<file path="src/hw/ebus_pkg.sv">
package ebus_pkg;
  // Local data bus geometry.
  localparam int unsigned DATA_W      = 16;
  localparam int unsigned WORD_ADDR_W = 12;
  localparam int unsigned PAGE_W      = 4;
  localparam int unsigned ADDR_W      = 16;
  // Instruction bus geometry.
  localparam int unsigned IDATA_W     = 32;
  localparam int unsigned IADDR_W     = 16;
  // Pages 0 to 3 hold the on-chip 16k region.
  localparam logic [3:0]  LAST_INT_PAGE = 4'h3;
  localparam logic [15:0] ADDR_IDLE     = 16'hffff;
  localparam logic [15:0] PC_RESET      = 16'h0000;
  // Internal program memory spans the low 16k words.
  localparam logic [15:0] INT_PROG_TOP  = 16'h3fff;
  localparam logic [3:0]  PAGE_RESET    = 4'h0;
  // Machine cycle is two input clocks.
  localparam int unsigned CLK_DIV       = 2;
  typedef enum logic [1:0] {RUN_ST, HALT_ST, LOWPWR_ST, FLOAT_ST} run_state_t;
endpackage

</file>
<file path="src/hw/sync_if.sv">
`timescale 1ns/10ps
interface sync_if;
  logic [5:0] raw;
  logic [5:0] synced;
  modport src (output raw, input synced);
  modport dst (input raw, output synced);
endinterface

</file>
<file path="src/hw/ext_bus_ctrl.sv">
`timescale 1ns/10ps
module ext_bus_ctrl
  import ebus_pkg::*;
(
  // Clock and reset; clk stands for the external clock input.
  input  wire logic                          clk,
  input  wire logic                          rst,
  // Asynchronous control pins.
  input  wire logic                          program_mode_select,
  input  wire logic                          low_power_request_n,
  input  wire logic                          lp_edge_mode,
  input  wire logic                          halt_n,
  input  wire logic                          nop_n,
  input  wire logic                          level_branch_input,
  input  wire logic                          edge_branch_input_a,
  input  wire logic                          edge_branch_input_b,
  // Branch condition flags toward the core; the core masks them.
  output logic     [2:0]                     branch_cond,
  input  wire logic [1:0]                    branch_edge_clr,
  // Core data access request.
  input  wire logic                          core_req,
  input  wire logic                          core_wr,
  input  wire logic                          core_space_e,
  input  wire logic [ebus_pkg::WORD_ADDR_W-1:0] core_addr,
  input  wire logic [ebus_pkg::DATA_W-1:0]   core_wdata,
  input  wire logic                          strobe_mode,
  // Page registers written by the core.
  input  wire logic                          page_e_we,
  input  wire logic                          page_c_we,
  input  wire logic [ebus_pkg::PAGE_W-1:0]   page_wdata,
  output logic     [ebus_pkg::DATA_W-1:0]    core_rdata,
  output logic                               internal_sel,
  // Local data bus pins.
  input  wire logic [ebus_pkg::DATA_W-1:0]   local_data_bus_in,
  output logic     [ebus_pkg::DATA_W-1:0]    local_data_bus_out,
  output logic                               local_data_bus_oe,
  output logic     [ebus_pkg::ADDR_W-1:0]    local_addr_bus,
  output logic                               local_addr_bus_oe,
  output logic                               ext_space_sel_n,
  output logic                               data_strobe_n,
  output logic                               write_dir_n,
  // Instruction bus and program memory pins.
  input  wire logic                          host_prog_wr,
  input  wire logic [ebus_pkg::IADDR_W-1:0]  host_prog_addr,
  input  wire logic [ebus_pkg::IDATA_W-1:0]  host_prog_data,
  input  wire logic                          branch_take,
  input  wire logic [ebus_pkg::IADDR_W-1:0]  branch_target,
  input  wire logic [ebus_pkg::IDATA_W-1:0]  instr_data_bus_in,
  output logic     [ebus_pkg::IDATA_W-1:0]   instr_data_bus_out,
  output logic                               instr_data_bus_oe,
  output logic     [ebus_pkg::IADDR_W-1:0]   instr_addr_bus,
  output logic                               instr_addr_bus_oe,
  output logic                               ext_prog_mem_enable_n,
  output logic                               prog_mem_write_n,
  output logic     [ebus_pkg::IDATA_W-1:0]   fetched_instr,
  output logic                               instr_is_nop,
  // Run state and clocks.
  output logic                               low_power_ack_n,
  output logic                               machine_cycle_clock,
  output logic                               instruction_cycle_clock
);
  import ebus_pkg::*;

  sync_if sy ();
  assign sy.raw = {low_power_request_n, halt_n, nop_n, level_branch_input,
                   edge_branch_input_a, edge_branch_input_b};
  pin_sync u_sync (
    .clk (clk),
    .rst (rst),
    .s   (sy)
  );

  logic             lp_s, halt_s, nop_s, bs_s, bea_s, beb_s;
  assign {lp_s, halt_s, nop_s, bs_s, bea_s, beb_s} = sy.synced;

  function automatic logic is_internal(input logic [PAGE_W-1:0] pg);
    return pg <= LAST_INT_PAGE;
  endfunction

  // Divider and instruction phase.
  logic             div_ff;
  logic             run_clk_ff;
  always_ff @(posedge clk) begin
    if (rst) begin
      div_ff <= 1'b0;
    end else begin
      div_ff <= ~div_ff;
    end
  end
  assign machine_cycle_clock = div_ff;
  // Instruction boundary: the cycle in which the divided clock is about to rise.
  logic             boundary;
  assign boundary = ~div_ff;

  // Run state machine.
  run_state_t       state_ff;
  logic             lp_prev_ff;
  logic             lp_pend_ff;
  logic             lp_fall;
  assign lp_fall = lp_prev_ff & ~lp_s;

  always_ff @(posedge clk) begin
    if (rst) begin
      lp_prev_ff <= 1'b1;
    end else begin
      lp_prev_ff <= lp_s;
    end
  end

  // Edge requests are held until taken at an instruction boundary.
  always_ff @(posedge clk) begin
    if (rst) begin
      lp_pend_ff <= 1'b0;
    end else if (lp_edge_mode && lp_fall) begin
      lp_pend_ff <= 1'b1;
    end else if (boundary && state_ff == LOWPWR_ST) begin
      lp_pend_ff <= 1'b0;
    end
  end

  logic             lp_want;
  assign lp_want = lp_edge_mode ? lp_pend_ff : ~lp_s;

  always_ff @(posedge clk) begin
    if (rst) begin
      state_ff <= RUN_ST;
    end else if (boundary) begin
      case (state_ff)
        RUN_ST: begin
          if (lp_want) begin
            state_ff <= LOWPWR_ST;
          end else if (!halt_s) begin
            state_ff <= HALT_ST;
          end else if (!nop_s) begin
            state_ff <= FLOAT_ST;
          end
        end
        LOWPWR_ST: begin
          if (lp_edge_mode ? lp_s : lp_s && !lp_pend_ff) begin
            state_ff <= RUN_ST;
          end
        end
        HALT_ST: begin
          if (halt_s) begin
            state_ff <= RUN_ST;
          end
        end
        FLOAT_ST: begin
          if (nop_s) begin
            state_ff <= RUN_ST;
          end
        end
        default: state_ff <= RUN_ST;
      endcase
    end
  end

  logic             running;
  assign running = (state_ff == RUN_ST);
  assign low_power_ack_n = (state_ff != LOWPWR_ST);
  // The instruction clock stops while halted or in low power, keeping state.
  assign instruction_cycle_clock = div_ff &
                                   (running || state_ff == FLOAT_ST);

  // Program counter advances only at an instruction boundary.
  logic [IADDR_W-1:0] pc_ff;
  always_ff @(posedge clk) begin
    if (rst) begin
      pc_ff <= PC_RESET;
    end else if (boundary && running) begin
      pc_ff <= branch_take ? branch_target : pc_ff + 16'h0001;
    end
  end

  // The mode pin is static in use but still comes from outside the clock domain.
  logic             pmode_meta_ff;
  logic             pmode_s_ff;
  always_ff @(posedge clk) begin
    if (rst) begin
      pmode_meta_ff <= 1'b0;
      pmode_s_ff    <= 1'b0;
    end else begin
      pmode_meta_ff <= program_mode_select;
      pmode_s_ff    <= pmode_meta_ff;
    end
  end

  // Program memory selection.
  logic             ext_fetch;
  assign ext_fetch = pmode_s_ff || (pc_ff > INT_PROG_TOP);
  logic             prog_wr_act;
  assign prog_wr_act = host_prog_wr && running && !rst;

  always_ff @(posedge clk) begin
    if (rst) begin
      ext_prog_mem_enable_n <= 1'b1;
      prog_mem_write_n      <= 1'b1;
      instr_addr_bus        <= PC_RESET;
      instr_data_bus_out    <= '0;
      instr_data_bus_oe     <= 1'b0;
      instr_addr_bus_oe     <= 1'b0;
    end else begin
      ext_prog_mem_enable_n <= ~(running && (ext_fetch || prog_wr_act));
      prog_mem_write_n      <= ~prog_wr_act;
      instr_addr_bus        <= prog_wr_act ? host_prog_addr : pc_ff;
      instr_data_bus_out    <= host_prog_data;
      instr_data_bus_oe     <= prog_wr_act;
      // Halt and float both release the instruction address pins.
      instr_addr_bus_oe     <= running;
    end
  end

  // Fetched word latched at the boundary; nop forced outside normal running.
  always_ff @(posedge clk) begin
    if (rst) begin
      fetched_instr <= '0;
      instr_is_nop  <= 1'b1;
    end else if (boundary) begin
      fetched_instr <= instr_data_bus_in;
      instr_is_nop  <= !running;
    end
  end

  // Page registers, one per data space.
  logic [PAGE_W-1:0] page_e_ff, page_c_ff;
  always_ff @(posedge clk) begin
    if (rst) begin
      page_e_ff <= PAGE_RESET;
      page_c_ff <= PAGE_RESET;
    end else begin
      if (page_e_we) begin
        page_e_ff <= page_wdata;
      end
      if (page_c_we) begin
        page_c_ff <= page_wdata;
      end
    end
  end

  logic [PAGE_W-1:0] cur_page;
  assign cur_page = core_space_e ? page_e_ff : page_c_ff;
  // Peripherals and internal memory are answered on-chip for both spaces.
  assign internal_sel = core_req && is_internal(cur_page);

  logic             ext_act;
  assign ext_act = core_req && running && !is_internal(cur_page);

  // Local bus pins, registered.
  always_ff @(posedge clk) begin
    if (rst) begin
      local_addr_bus     <= ADDR_IDLE;
      ext_space_sel_n    <= 1'b1;
      data_strobe_n      <= 1'b1;
      write_dir_n        <= 1'b1;
      local_data_bus_out <= '0;
      local_data_bus_oe  <= 1'b0;
      local_addr_bus_oe  <= 1'b0;
    end else begin
      local_addr_bus     <= ext_act ? {cur_page, core_addr} : ADDR_IDLE;
      ext_space_sel_n    <= ~ext_act;
      if (strobe_mode) begin
        data_strobe_n <= ~ext_act;
        write_dir_n   <= ~(ext_act && core_wr);
      end else begin
        data_strobe_n <= ~(ext_act && !core_wr);
        write_dir_n   <= ~(ext_act && core_wr);
      end
      local_data_bus_out <= core_wdata;
      local_data_bus_oe  <= ext_act && core_wr && lp_s;
      local_addr_bus_oe  <= state_ff != FLOAT_ST;
    end
  end

  always_ff @(posedge clk) begin
    if (rst) begin
      core_rdata <= '0;
    end else if (!ext_space_sel_n && write_dir_n) begin
      // Read data is only valid once the read exchange stands on the pins.
      core_rdata <= local_data_bus_in;
    end
  end

  // Branch inputs: level input passes inverted; edge inputs latch a falling edge.
  logic             bea_prev_ff, beb_prev_ff;
  logic [1:0]       edge_flag_ff;
  always_ff @(posedge clk) begin
    if (rst) begin
      bea_prev_ff <= 1'b1;
      beb_prev_ff <= 1'b1;
    end else begin
      bea_prev_ff <= bea_s;
      beb_prev_ff <= beb_s;
    end
  end

  // A new edge in the clearing cycle wins, so no event is lost.
  always_ff @(posedge clk) begin
    if (rst) begin
      edge_flag_ff <= 2'b00;
    end else begin
      edge_flag_ff[0] <= (bea_prev_ff & ~bea_s) | (edge_flag_ff[0] & ~branch_edge_clr[0]);
      edge_flag_ff[1] <= (beb_prev_ff & ~beb_s) | (edge_flag_ff[1] & ~branch_edge_clr[1]);
    end
  end

  always_ff @(posedge clk) begin
    if (rst) begin
      branch_cond <= 3'h0;
    end else begin
      branch_cond <= {edge_flag_ff, ~bs_s};
    end
  end

  a_low_power_ack_n_tracks_state: assert property (@(posedge clk) disable iff (rst)
    (state_ff == LOWPWR_ST) |-> !low_power_ack_n)
    else $error("low power ack not low in low power");
  a_idle_addr_ones: assert property (@(posedge clk) disable iff (rst)
    !ext_act |=> local_addr_bus == ADDR_IDLE)
    else $error("idle address not all ones");
  a_cs_above_16k: assert property (@(posedge clk) disable iff (rst)
    !ext_space_sel_n |-> local_addr_bus[15:12] > LAST_INT_PAGE)
    else $error("select low for internal address");
  a_data_float_idle: assert property (@(posedge clk) disable iff (rst)
    local_data_bus_oe |-> !write_dir_n && !ext_space_sel_n)
    else $error("data bus driven without write exchange");
  a_clk_halves: assert property (@(posedge clk) disable iff (rst)
    machine_cycle_clock |=> !machine_cycle_clock ##1 machine_cycle_clock)
    else $error("machine clock not divided by two");
  a_halt_floats_ia: assert property (@(posedge clk) disable iff (rst)
    (state_ff == HALT_ST) |=> !instr_addr_bus_oe)
    else $error("instruction address driven while halted");
  a_wpm_on_write: assert property (@(posedge clk) disable iff (rst)
    !prog_mem_write_n |-> instr_data_bus_oe && !ext_prog_mem_enable_n)
    else $error("program write strobe without data drive");
  a_edge_flag_set: assert property (@(posedge clk) disable iff (rst)
    (bea_prev_ff && !bea_s) |=> edge_flag_ff[0] ##1 branch_cond[1])
    else $error("falling edge not latched");
  a_pc_held_stop: assert property (@(posedge clk) disable iff (rst)
    (state_ff == LOWPWR_ST && $past(state_ff) == LOWPWR_ST) |-> $stable(pc_ff))
    else $error("program counter moved in low power");
endmodule // ext_bus_ctrl

</file>
<file path="src/hw/pin_sync.sv">
`timescale 1ns/10ps
module pin_sync (
  input wire logic clk,
  input wire logic rst,
  sync_if.dst      s
);
  logic [5:0] meta_ff;
  logic [5:0] sync_ff;

  // Inputs are active low, so they rest high out of reset.
  always_ff @(posedge clk) begin
    if (rst) begin
      meta_ff <= 6'h3f;
      sync_ff <= 6'h3f;
    end else begin
      meta_ff <= s.raw;
      sync_ff <= meta_ff;
    end
  end
  assign s.synced = sync_ff;
endmodule // pin_sync

</file>
<file path="config.mk">
export PLATFORM = sky130hd
export DESIGN_NAME = ext_bus_ctrl
export DESIGN_NICKNAME = d
export VERILOG_FILES = /design/src/hw/ebus_pkg.sv /design/src/hw/sync_if.sv /design/src/hw/ext_bus_ctrl.sv /design/src/hw/pin_sync.sv
export SDC_FILE = /design/constraint.sdc
export NUM_CORES = 1
export LEC_CHECK = 0
export ABC_AREA = 1
export BUFFER_PORTS_ARGS = -buffer_cell sky130_fd_sc_hd__buf_2
export CAP_MARGIN = 20
export CORE_AREA = 2 2 121 123
export CTS_CLUSTER_DIAMETER = 80
export CTS_CLUSTER_SIZE = 28
export DETAILED_ROUTE_END_ITERATION = 16
export DIE_AREA = 0 0 123 125
export HOLD_SLACK_MARGIN = 0.15
export PLACE_DENSITY = 0.8
export SYNTH_ARGS = -nofsm -noshare
export SYNTH_HDL_FRONTEND = slang
export SYNTH_HIERARCHICAL = 1
export SYNTH_SLANG_ARGS = --single-unit
</file>
<file path="constraint.sdc">
create_clock -name clk -period 2.2 [get_ports clk]
set_clock_uncertainty 0.15 [all_clocks]
set_input_delay 0.11 -clock clk [delete_from_list [all_inputs] [get_ports clk]]
set_output_delay 0.11 -clock clk [all_outputs]
set_load 0.01 [all_outputs]
</file>
* Yosys cells after proc, flatten, opt, wreduce, memory -nomap -nowiden
Cells that the tools add are included.
** Storage, ports and cells
- Flip-flop bits (word level) :: 188
- Bits of input ports :: 164
- Output and inout bits :: 145
- Logic and storage cells :: 105
** Operators by class
- Add/subtract/negate cells :: 1
- $lt $le $gt $ge :: 2
- Eq/ne operators :: 9
- Mux-type cells :: 15
- Bitwise gates (word level) :: 20
- Reductions and logical operators :: 27
** Operators with widths (count)
- $mux 16 :: 2
- $add 16x1->16 const B :: 1
- $gt 16x14->1 const B :: 1
- $logic_and 1x1->1 :: 14
- $mux 2 :: 6
- $not 1->1 :: 12
- $pmux 2 s4 :: 1
- $and 1x1->1 :: 6
- $logic_not 1->1 :: 6
- $ne 2x1->1 const B :: 3
- $mux 1 :: 5
- $reduce_and 5->1 :: 1
- $eq 2x2->1 const B :: 2
- $le 4x2->1 const B :: 1
- $mux 4 :: 1
- $ne 2x2->1 const B :: 2
- $ne 4x4->1 const B :: 1
- $logic_or 1x1->1 :: 3
- $eq 2x1->1 const B :: 1
- $logic_not 2->1 :: 1
- $or 1x1->1 :: 2
- $reduce_bool 2->1 :: 1
- $reduce_or 2->1 :: 1

* Depth between registers and ports, before layout
Gate-level depths: netlist (run 1).
- Depth in word-level cells :: 7
- Depth in mapped cells :: 10
- Depth with buffers taken out :: 10

* Hierarchy
The synthesis (run 1) kept the hierarchy.
** Modules (own cells, without submodules)
- ext_bus_ctrl :: instances 1, cells each 772, area each 6158.4 um2, sequential area each 3523.4 um2
- pin_sync :: instances 1, cells each 38, area each 345.3 um2, sequential area each 240.2 um2

* Least setup slack after synthesis (run 1)
Ideal clock, no wire load.
- Path type :: register -> register
- From :: register state_ff[0]
- To :: register instr_addr_bus[10] (netlist name)
- Library setup time :: 121 ps
- Arrival :: 1230 ps
- Required time :: 1929 ps
- Setup slack :: 699 ps
- Cell stages (with the launch flop) :: 10
- Buffers on the path :: 1
- Clock period less this slack :: 1501 ps
- Path through :: dfxtp_1 inv_1 ha_1 inv_2 nor2_4 nand2_2 inv_2 buf_4 nand2_1 o21ai_0
** On the way
- Word-level cells in the longest chain between the ends :: 4
** Ends and longest elaborated chain
- start, declared :: RTL line ext_bus_ctrl.sv:96 : run_state_t state_ff;
- start signal, assigned :: RTL line ext_bus_ctrl.sv:126 : state_ff <= RUN_ST;
- start signal, assigned :: RTL line ext_bus_ctrl.sv:131 : state_ff <= LOWPWR_ST;
- start signal, assigned :: RTL line ext_bus_ctrl.sv:133 : state_ff <= HALT_ST;
- $logic_not 2->1 :: RTL line ext_bus_ctrl.sv:159 : assign running = (state_ff == RUN_ST);
- net running :: RTL line ext_bus_ctrl.sv:158 : logic running;
- $logic_and 1x1->1 (2 in series) :: RTL line ext_bus_ctrl.sv:192 : assign prog_wr_act = host_prog_wr && running && !rst;
- $mux 16 :: RTL line ext_bus_ctrl.sv:205 : instr_addr_bus <= prog_wr_act ? host_prog_addr : pc_ff;
- end signal, assigned :: RTL line ext_bus_ctrl.sv:205
- end, declared :: RTL line ext_bus_ctrl.sv:51 : output logic [ebus_pkg::IADDR_W-1:0] instr_addr_bus,
The timed path passes the listed nets, and every way through them passes these cells.
A chain may end at the register's enable or synchronous reset.

* Final worst setup path (run 1)
- From :: register state_ff[1]
- To :: register local_addr_bus[4] (netlist name)
** On the way
- Word-level cells in the longest chain between the ends :: 5
** Ends and longest elaborated chain
- $logic_not 2->1 :: RTL line ext_bus_ctrl.sv:159
- net running :: RTL line ext_bus_ctrl.sv:158
- $logic_and 1x1->1 (2 in series) :: RTL line ext_bus_ctrl.sv:246 : assign ext_act = core_req && running && !is_internal(cur_page);
- $not 1->1 (no line)
- $reduce_or 2->1 (no line)
- end signal, assigned :: RTL line ext_bus_ctrl.sv:259 : local_addr_bus <= ext_act ? {cur_page, core_addr} : ADDR_IDLE;
- end, declared :: RTL line ext_bus_ctrl.sv:37 : output logic [ebus_pkg::ADDR_W-1:0] local_addr_bus,
The timed path passes the listed nets, and every way through them passes these cells.

==> results by group, run 1 <==
STA
  • PnR worst setup slack: 0.106 ns
  • Pins Over Slew Limit: 0
  • Final cycle utilization of the critical path: 95.2%
  • Post-route minimum period: 2.09 ns
  • Max transition margin: 66.1%
  • Final setup fails: 0
  • Slew @ Worst Pin: 0.507 ns
  • Fin. Hold Viols: 0
  • Peak Freq: 0.478 GHz

Setup path
  • Depth of the worst register-to-register path: 7
  • WP data required: 2.35 ns
  • Setup crit start kind: flip-flop
  • CP Capture Type: flip-flop
  • Reg2reg setup slack: 0.11 ns
  • Worst r2r src: state_ff[1]
  • CP Class: flip-flop to flip-flop
  • Peak fanout along the critical path: 7
  • R2R Path End: local_addr_bus[4]
  • Critical Path AT: 2.24 ns

Route
  • Via Count: 7204
  • Remaining DRCs: 0
  • Drt total wl: 22600 um
  • Initial DRC Count: 504
  • Vias per Instance: 4.75
  • Router iterations before antenna repair: 5
  • Antenna Nets Post-Route: 0
  • Routed len/inst: 14.9 um

Finish
  • Most common cell after layout, fill and taps aside: buf_2
  • Register area: 0.00376 sq mm
  • Area grow syn2layout: 67.1%
  • Share of layout cells above drive strength 1: 28.2%
  • Fill cells: 912
  • Most frequent cells in the layout: 307 x buf_2, 206 x nor2_1, 201 x dlygate4sd3_1
  • Final net count: 1489
  • Final instance area: 0.0109 sq mm
  • Multi-input gate area: 0.00221 sq mm

GRT
  • Global route total overflow: 0
  • Vias in the first global route: 7434
  • Pin count of the biggest net entering global routing: 44
  • Tot GR Track Use: 28.7%
  • First-pass GRT wire length: 34700 um
  • Initial antenna violation count: 1

Clocking
  • CTS tree: yes
  • Max Root-Sink Buffers: 2
  • CTS Buf Count: 17
  • Clock-pin slew on the worst setup and hold paths: 0.07 ns
  • Root Driver: clkbuf_16
  • Clock Latency Late Sink: 0.42 ns
  • Num Clock Sinks: 188
  • Htree depth: 4

Yosys
  • Seq/Total Area, Yosys: 57.9%
  • Top cells by area, synth: dfxtp_1 58%, nor2_1 12%, o21ai_0 6.8%, inv_1 5.9%, nand2_1 5.7%
  • Synthesized area per cell: 8.03 sq um
  • Syn Inst Count: 810
  • Syn Std Cell Area: 0.00650 sq mm
  • Yosys warns: 6
  • FF+latch count, synth: 188
  • Net Count, Synth: 980
  • Biggest area consumer among synthesized cells: dfxtp_1
  • Yosys cell types: 31
  • Post-synth top area share: 57.9%

Placement
  • Final Wtd Congestion: 0.929
  • Placed inst area: 0.00817 sq mm
  • Pre-CTS setup slack: 0.323 ns
  • PortBufs: 308
  • Dpl hpwl: 12200 um

Min path
  • Hold depth: 2
  • Worst min-delay path class: flip-flop to flip-flop
  • Hold Crit Endpoint: pmode_s_ff
  • Min-delay src: pmode_meta_ff

Pwr
  • Sequential power share: 45.7%
  • Combinational share of power: 18.1%
  • Clock network power share: 36.2%
  • Sw power: 2.25 mW
  • Switching share of power: 26.9%
  • Pint: 6.11 mW
  • PD cells: 769 mW/mm^2
  • P_leak: 5.43 nW
  • Worst VDD drop: 0.000594 V

Die
  • I/O pins: 309
  • Die Area: 0.0154 sq mm
  • Die width: 123 um
  • Die Span Y: 125 um
  • Initial cell density of the core: 45.8%
  • Core ar.: 0.0142 sq mm
  • FP Rows: 44

Flow run
  • Max-cap viol count: 0

Run status
  • Status: completed
==> flip-flops by register name (all words and copies together), names as in the netlist, 2 cells and up <==
| name | count |
|---|---|
| local_data_bus_out | 16 |
| core_rdata | 16 |
| pc_ff | 16 |
| page_c_ff | 4 |
| u_sync/s.synced | 6 |
| branch_cond | 3 |
| instr_data_bus_out | 32 |
| u_sync/meta_ff | 6 |
| local_addr_bus | 16 |
| fetched_instr | 32 |
| state_ff | 2 |
| page_e_ff | 4 |
| instr_addr_bus | 16 |
| edge_flag_ff | 2 |
==> kinds of logic (layout without fill, tap and decap cells) <==
kind of cell	count (synthesis)	count (layout)	share of synthesized area (%)
adders and majority gates	6	6	1.15
buffers and inverters	141	661	8.85
muxes	2	2	0.308
DFF	188	188	57.9
other	0	1	0
AOI/OAI and AO/OA	122	122	9.79
and+or+nand+nor	351	352	22.0
==> timing repair <==
item                                    CTS  global route
endpoints found under the hold margin   185             0
hold buffers                            204             0
gates resized for setup                   0            20
endpoints found under the setup margin    0            14
buffers inserted                          0             5
==> power by group through the flow <==
stage	clock, mW	sequential (mW)	combinational, mW
global route	3.22	3.84	1.66
detailed placement	0	3.88	1.11
floorplan	0	3.96	0.543
global placement	0	3.87	1.08
CTS	3.08	3.80	1.40
finish	3.03	3.82	1.51
==> how the worst max path moves through the flow <==
| stage | startpoint | endpoint | slack (ns) | depth (start not counted) |
|---|---|---|---|---|
| 2_1_floorplan | state_ff[0] | instr_addr_bus[10] | 0.70 | 9 |
| 3_3_place_gp | state_ff[0] | instr_addr_bus[4] | 0.49 | 7 |
| 3_5_place_dp | state_ff[0] | instr_addr_bus[0] | 0.32 | 7 |
| 4_1_cts | state_ff[0] | instr_addr_bus[10] | 0.009 | 9 |
| 5_1_grt | pc_ff[1] | pc_ff[6] | -0.01 | 8 |
| 6_report | state_ff[1] | local_addr_bus[4] | 0.11 | 7 |
==> cells in the mapped netlist, drive strengths merged <==
library cell  count
nor3              1
nor2            210
or2              15
o41ai             1
a221oi            2
clkinv            1
o31ai             1
mux2i             2
o21ai            92
nand3            21
a21oi            22
dfxtp           188
o32ai             2
nand3b            1
buf              18
nand4             3
nand2           100
clkbuf           15
a211oi            2
inv             107
ha                6
==> metal layers <==
metal / vias to the layer above / GRT usage [%] / wire length [um]
met3: 65 / 7.98 / 1670
met2: 334 / 53.5 / 11900
met5: - / 0 / 0
li1: 3500 / - / -
met1: 3305 / 29.5 / 8170
met4: 0 / 12.0 / 830
==> final cells by class <==
type                       instances  share of cell area [%]
antenna                            1                  0.0230
tap                              184                    2.12
clock inverter                    12                    1.27
sequential                       188                    34.6
timing repair buffer             522                    33.7
multi-input combinational        482                    20.3
inverter                         108                    3.83
clock buffer                      19                    4.08
==> per-stage QoR <==
step                power, mW  instances  hold WS (ns)  TNS, ns  utilization, %
CTS                      8.28       1512         0.246        0            76.0
finish                   8.36       1516         0.252        0            76.5
global placement         4.95       1277         0.133        0            57.5
floorplan                4.50        810        0.0393        0               -
detailed placement       4.99       1277         0.133        0            57.5
global route             8.72       1516         0.263  -0.0115            76.5
==> worst max-delay path: stages, from the launching register on <==
cell           delay (ns)
dfxtp_1              0.33
inv_2                0.11
ha_4                 0.14
inv_2                0.06
nor2_4               0.20
nand3_4              0.14
or2_1                0.26
dlygate4sd3_1        0.58
Power figures use the tool's default switching activity.
==> inputs of run 2 (changes only) <==
- REMOVE_ABC_BUFFERS: not set -> 1
==> run 2 against run 1 <==
  * The flow now finishes with violations (setup timing)
  * Clock power grew 11%
  * Sequential share of layout area shrank 0.51 points
  * Non-clock buffer count is 12 higher
  * Register-to-register slack got worse by 0.11 ns
  * Combinational power up 3%
  * Clock-buffer cell count up 1
  * Cell count is 0.92% higher
  * Utilization grew 1.1 points
  * Via count is 2.8% higher
  * Sequential cell count unchanged
  * Critical path type unchanged
==> results by group, run 2 (synthesized netlist as in run 1, its figures left out) <==
Run status
  • Status: finished, violations left (was completed)
  • Failing checks: setup timing

GRT
  • Vias in the first global route: 7481 (was 7434)
  • Global route total overflow: 0 (unchanged)
  • First-pass GRT wire length: 37500 um (was 34700 um)
  • Initial antenna violation count: 3 (was 1)
  • Tot GR Track Use: 31.4% (was 28.7%)
  • Pin count of the biggest net entering global routing: 71 (was 44)

STA
  • Fin. Hold Viols: 0 (unchanged)
  • Slew @ Worst Pin: 0.512 ns (was 0.507 ns)
  • Post-route minimum period: 2.21 ns (was 2.09 ns)
  • PnR worst setup slack: -0.00804 ns (was 0.106 ns)
  • Final setup fails: 1 (was 0)
  • Hold Slack: 0.254 ns (was 0.252 ns)
  • Pins Over Slew Limit: 0 (unchanged)
  • Peak Freq: 0.453 GHz (was 0.478 GHz)
  • Max transition margin: 65.8% (was 66.1%)
  • Final cycle utilization of the critical path: 100% (was 95.2%)
  • Unrepaired setup endpoints after global routing: yes

Clocking
  • CTS tree: yes (unchanged)
  • Num Clock Sinks: 188 (unchanged)
  • Clock Latency Late Sink: 0.43 ns (was 0.42 ns)
  • Root Driver: clkbuf_16 (unchanged)
  • Htree depth: 4 (unchanged)
  • Max Root-Sink Buffers: 2 (unchanged)
  • Clock-pin slew on the worst setup and hold paths: 0.07 ns (about the same)
  • CTS Buf Count: 17 (unchanged)

Placement
  • Placed inst area: 0.00818 sq mm (was 0.00817 sq mm)
  • PortBufs: 308 (unchanged)
  • Dpl hpwl: 12100 um (was 12200 um)
  • Final Wtd Congestion: 0.875 (was 0.929)

Route
  • Remaining DRCs: 0 (unchanged)
  • Router iterations before antenna repair: 7 (was 5)
  • Routed len/inst: 16.1 um (was 14.9 um)
  • Drt total wl: 24700 um (was 22600 um)
  • Vias per Instance: 4.84 (was 4.75)
  • Antenna Nets Post-Route: 0 (unchanged)
  • Initial DRC Count: 684 (was 504)
  • Via Count: 7406 (was 7204)

Min path
  • Hold depth: 2 (unchanged)
  • Min-delay src: pmode_meta_ff (unchanged)
  • Worst min-delay path class: flip-flop to flip-flop (unchanged)
  • Hold Crit Endpoint: pmode_s_ff (unchanged)

Finish
  • Area grow syn2layout: 69.6% (was 67.1%)
  • Biggest regs: fetched_instr: 32 flops, instr_data_bus_out: 32 flops (unchanged)
  • Final instance area: 0.0110 sq mm (was 0.0109 sq mm)
  • Most frequent cells in the layout: 307 x buf_2, 211 x dlygate4sd3_1, 204 x nor2_1 (was 307 x buf_2, 206 x nor2_1, 201 x dlygate4sd3_1)
  • Most common cell after layout, fill and taps aside: buf_2 (unchanged)
  • Final net count: 1500 (was 1489)
  • Share of layout cells above drive strength 1: 28.1% (was 28.2%)

Pwr
  • PD cells: 792 mW/mm^2 (was 769 mW/mm^2)
  • P_leak: 5.54 nW (was 5.43 nW)
  • Worst VDD drop: 0.000812 V (was 0.000594 V)

Die
  • Die Area: 0.0154 sq mm (unchanged)
  • I/O pins: 309 (unchanged)
  • Initial cell density of the core: 45.8% (unchanged)
  • Die Span Y: 125 um (unchanged)
  • Core ar.: 0.0142 sq mm (unchanged)
  • Die width: 123 um (unchanged)
  • FP Rows: 44 (unchanged)

Setup path
  • Critical Path AT: 2.43 ns (was 2.24 ns)
  • Peak fanout along the critical path: 5 (was 7)
  • WP data required: 2.42 ns (was 2.35 ns)
  • Depth of the worst register-to-register path: 6 (was 7)
  • R2R Path End: pc_ff[4] (was local_addr_bus[4])
  • CP Capture Type: flip-flop (unchanged)
  • CP Class: flip-flop to flip-flop (unchanged)
  • Reg2reg setup slack: -0.008 ns (was 0.11 ns)
  • Setup crit start kind: flip-flop (unchanged)
  • Worst r2r src: pc_ff[1] (was state_ff[1])

Flow run
  • Max-cap viol count: 0 (unchanged)
-- run 2: metal layers --
layer  track usage [%]  part of all wire (%)
met5                 0                     0
met4              18.0                   5.5
met3              8.39                   6.8
met2              57.0                    53
met1              31.8                    35
-- run 2: repair_timing --
| item | in CTS | in global routing |
|---|---|---|
| setup buffers | 0 | 9 |
| hold buffers | 211 | 0 |
| setup endpoints to repair | 0 | 8 |
| endpoints found under the hold margin | 181 | 0 |
| gates resized for setup | 0 | 13 |
-- run 2: stage by stage --
step           setup TNS (ns)  setup WS (ns)  power (mW)  std cells  utilization, %
2_1_floorplan           -1.72         -0.303        4.44        777               -
3_3_place_gp                0          0.497        4.95       1275            57.6
3_5_place_dp                0          0.371        4.98       1275            57.6
4_1_cts                     0         0.0172        8.56       1518            76.9
5_1_grt               -0.0449        -0.0449        9.05       1530            77.7
6_report             -0.00804       -0.00804        8.74       1530            77.7
-- run 2: layout make-up --
class,count,area (sq um)
flip-flops and latches,188,3760
clock buffers,20,457
diodes,3,7.51
fillers,836,3170
clock inverters,12,184
repair buffers,534,3800
inverters,108,414
multi-input cells,481,2180
well taps,184,230
-- run 2: power breakdown --
group / internal [mW] / switching, mW
logic: 0.747 / 0.814
registers: 3.67 / 0.155
clock network: 1.98 / 1.37
total: 6.40 / 2.34
-- run 2: critical path, stage by stage (launching register included) --
cell and delay (ns):
dfxtp_1 0.41, ha_2 0.23, nand2_1 0.11, nor2_2 0.24, o21ai_0 0.14, a221oi_1 0.30, dlygate4sd3_1 0.59
-- run 2: worst max path at each step --
stage          slack (ns)           startpoint                  to  cells after the start
2_1_floorplan       -0.30  machine_cycle_clock         state_ff[0]                      6
3_3_place_gp         0.50          state_ff[0]  instr_addr_bus[12]                      7
3_5_place_dp         0.37          state_ff[0]  instr_addr_bus[12]                      7
4_1_cts              0.02          state_ff[0]   instr_addr_bus[6]                      9
5_1_grt             -0.04             pc_ff[1]            pc_ff[4]                      6
6_report           -0.008             pc_ff[1]            pc_ff[4]                      6
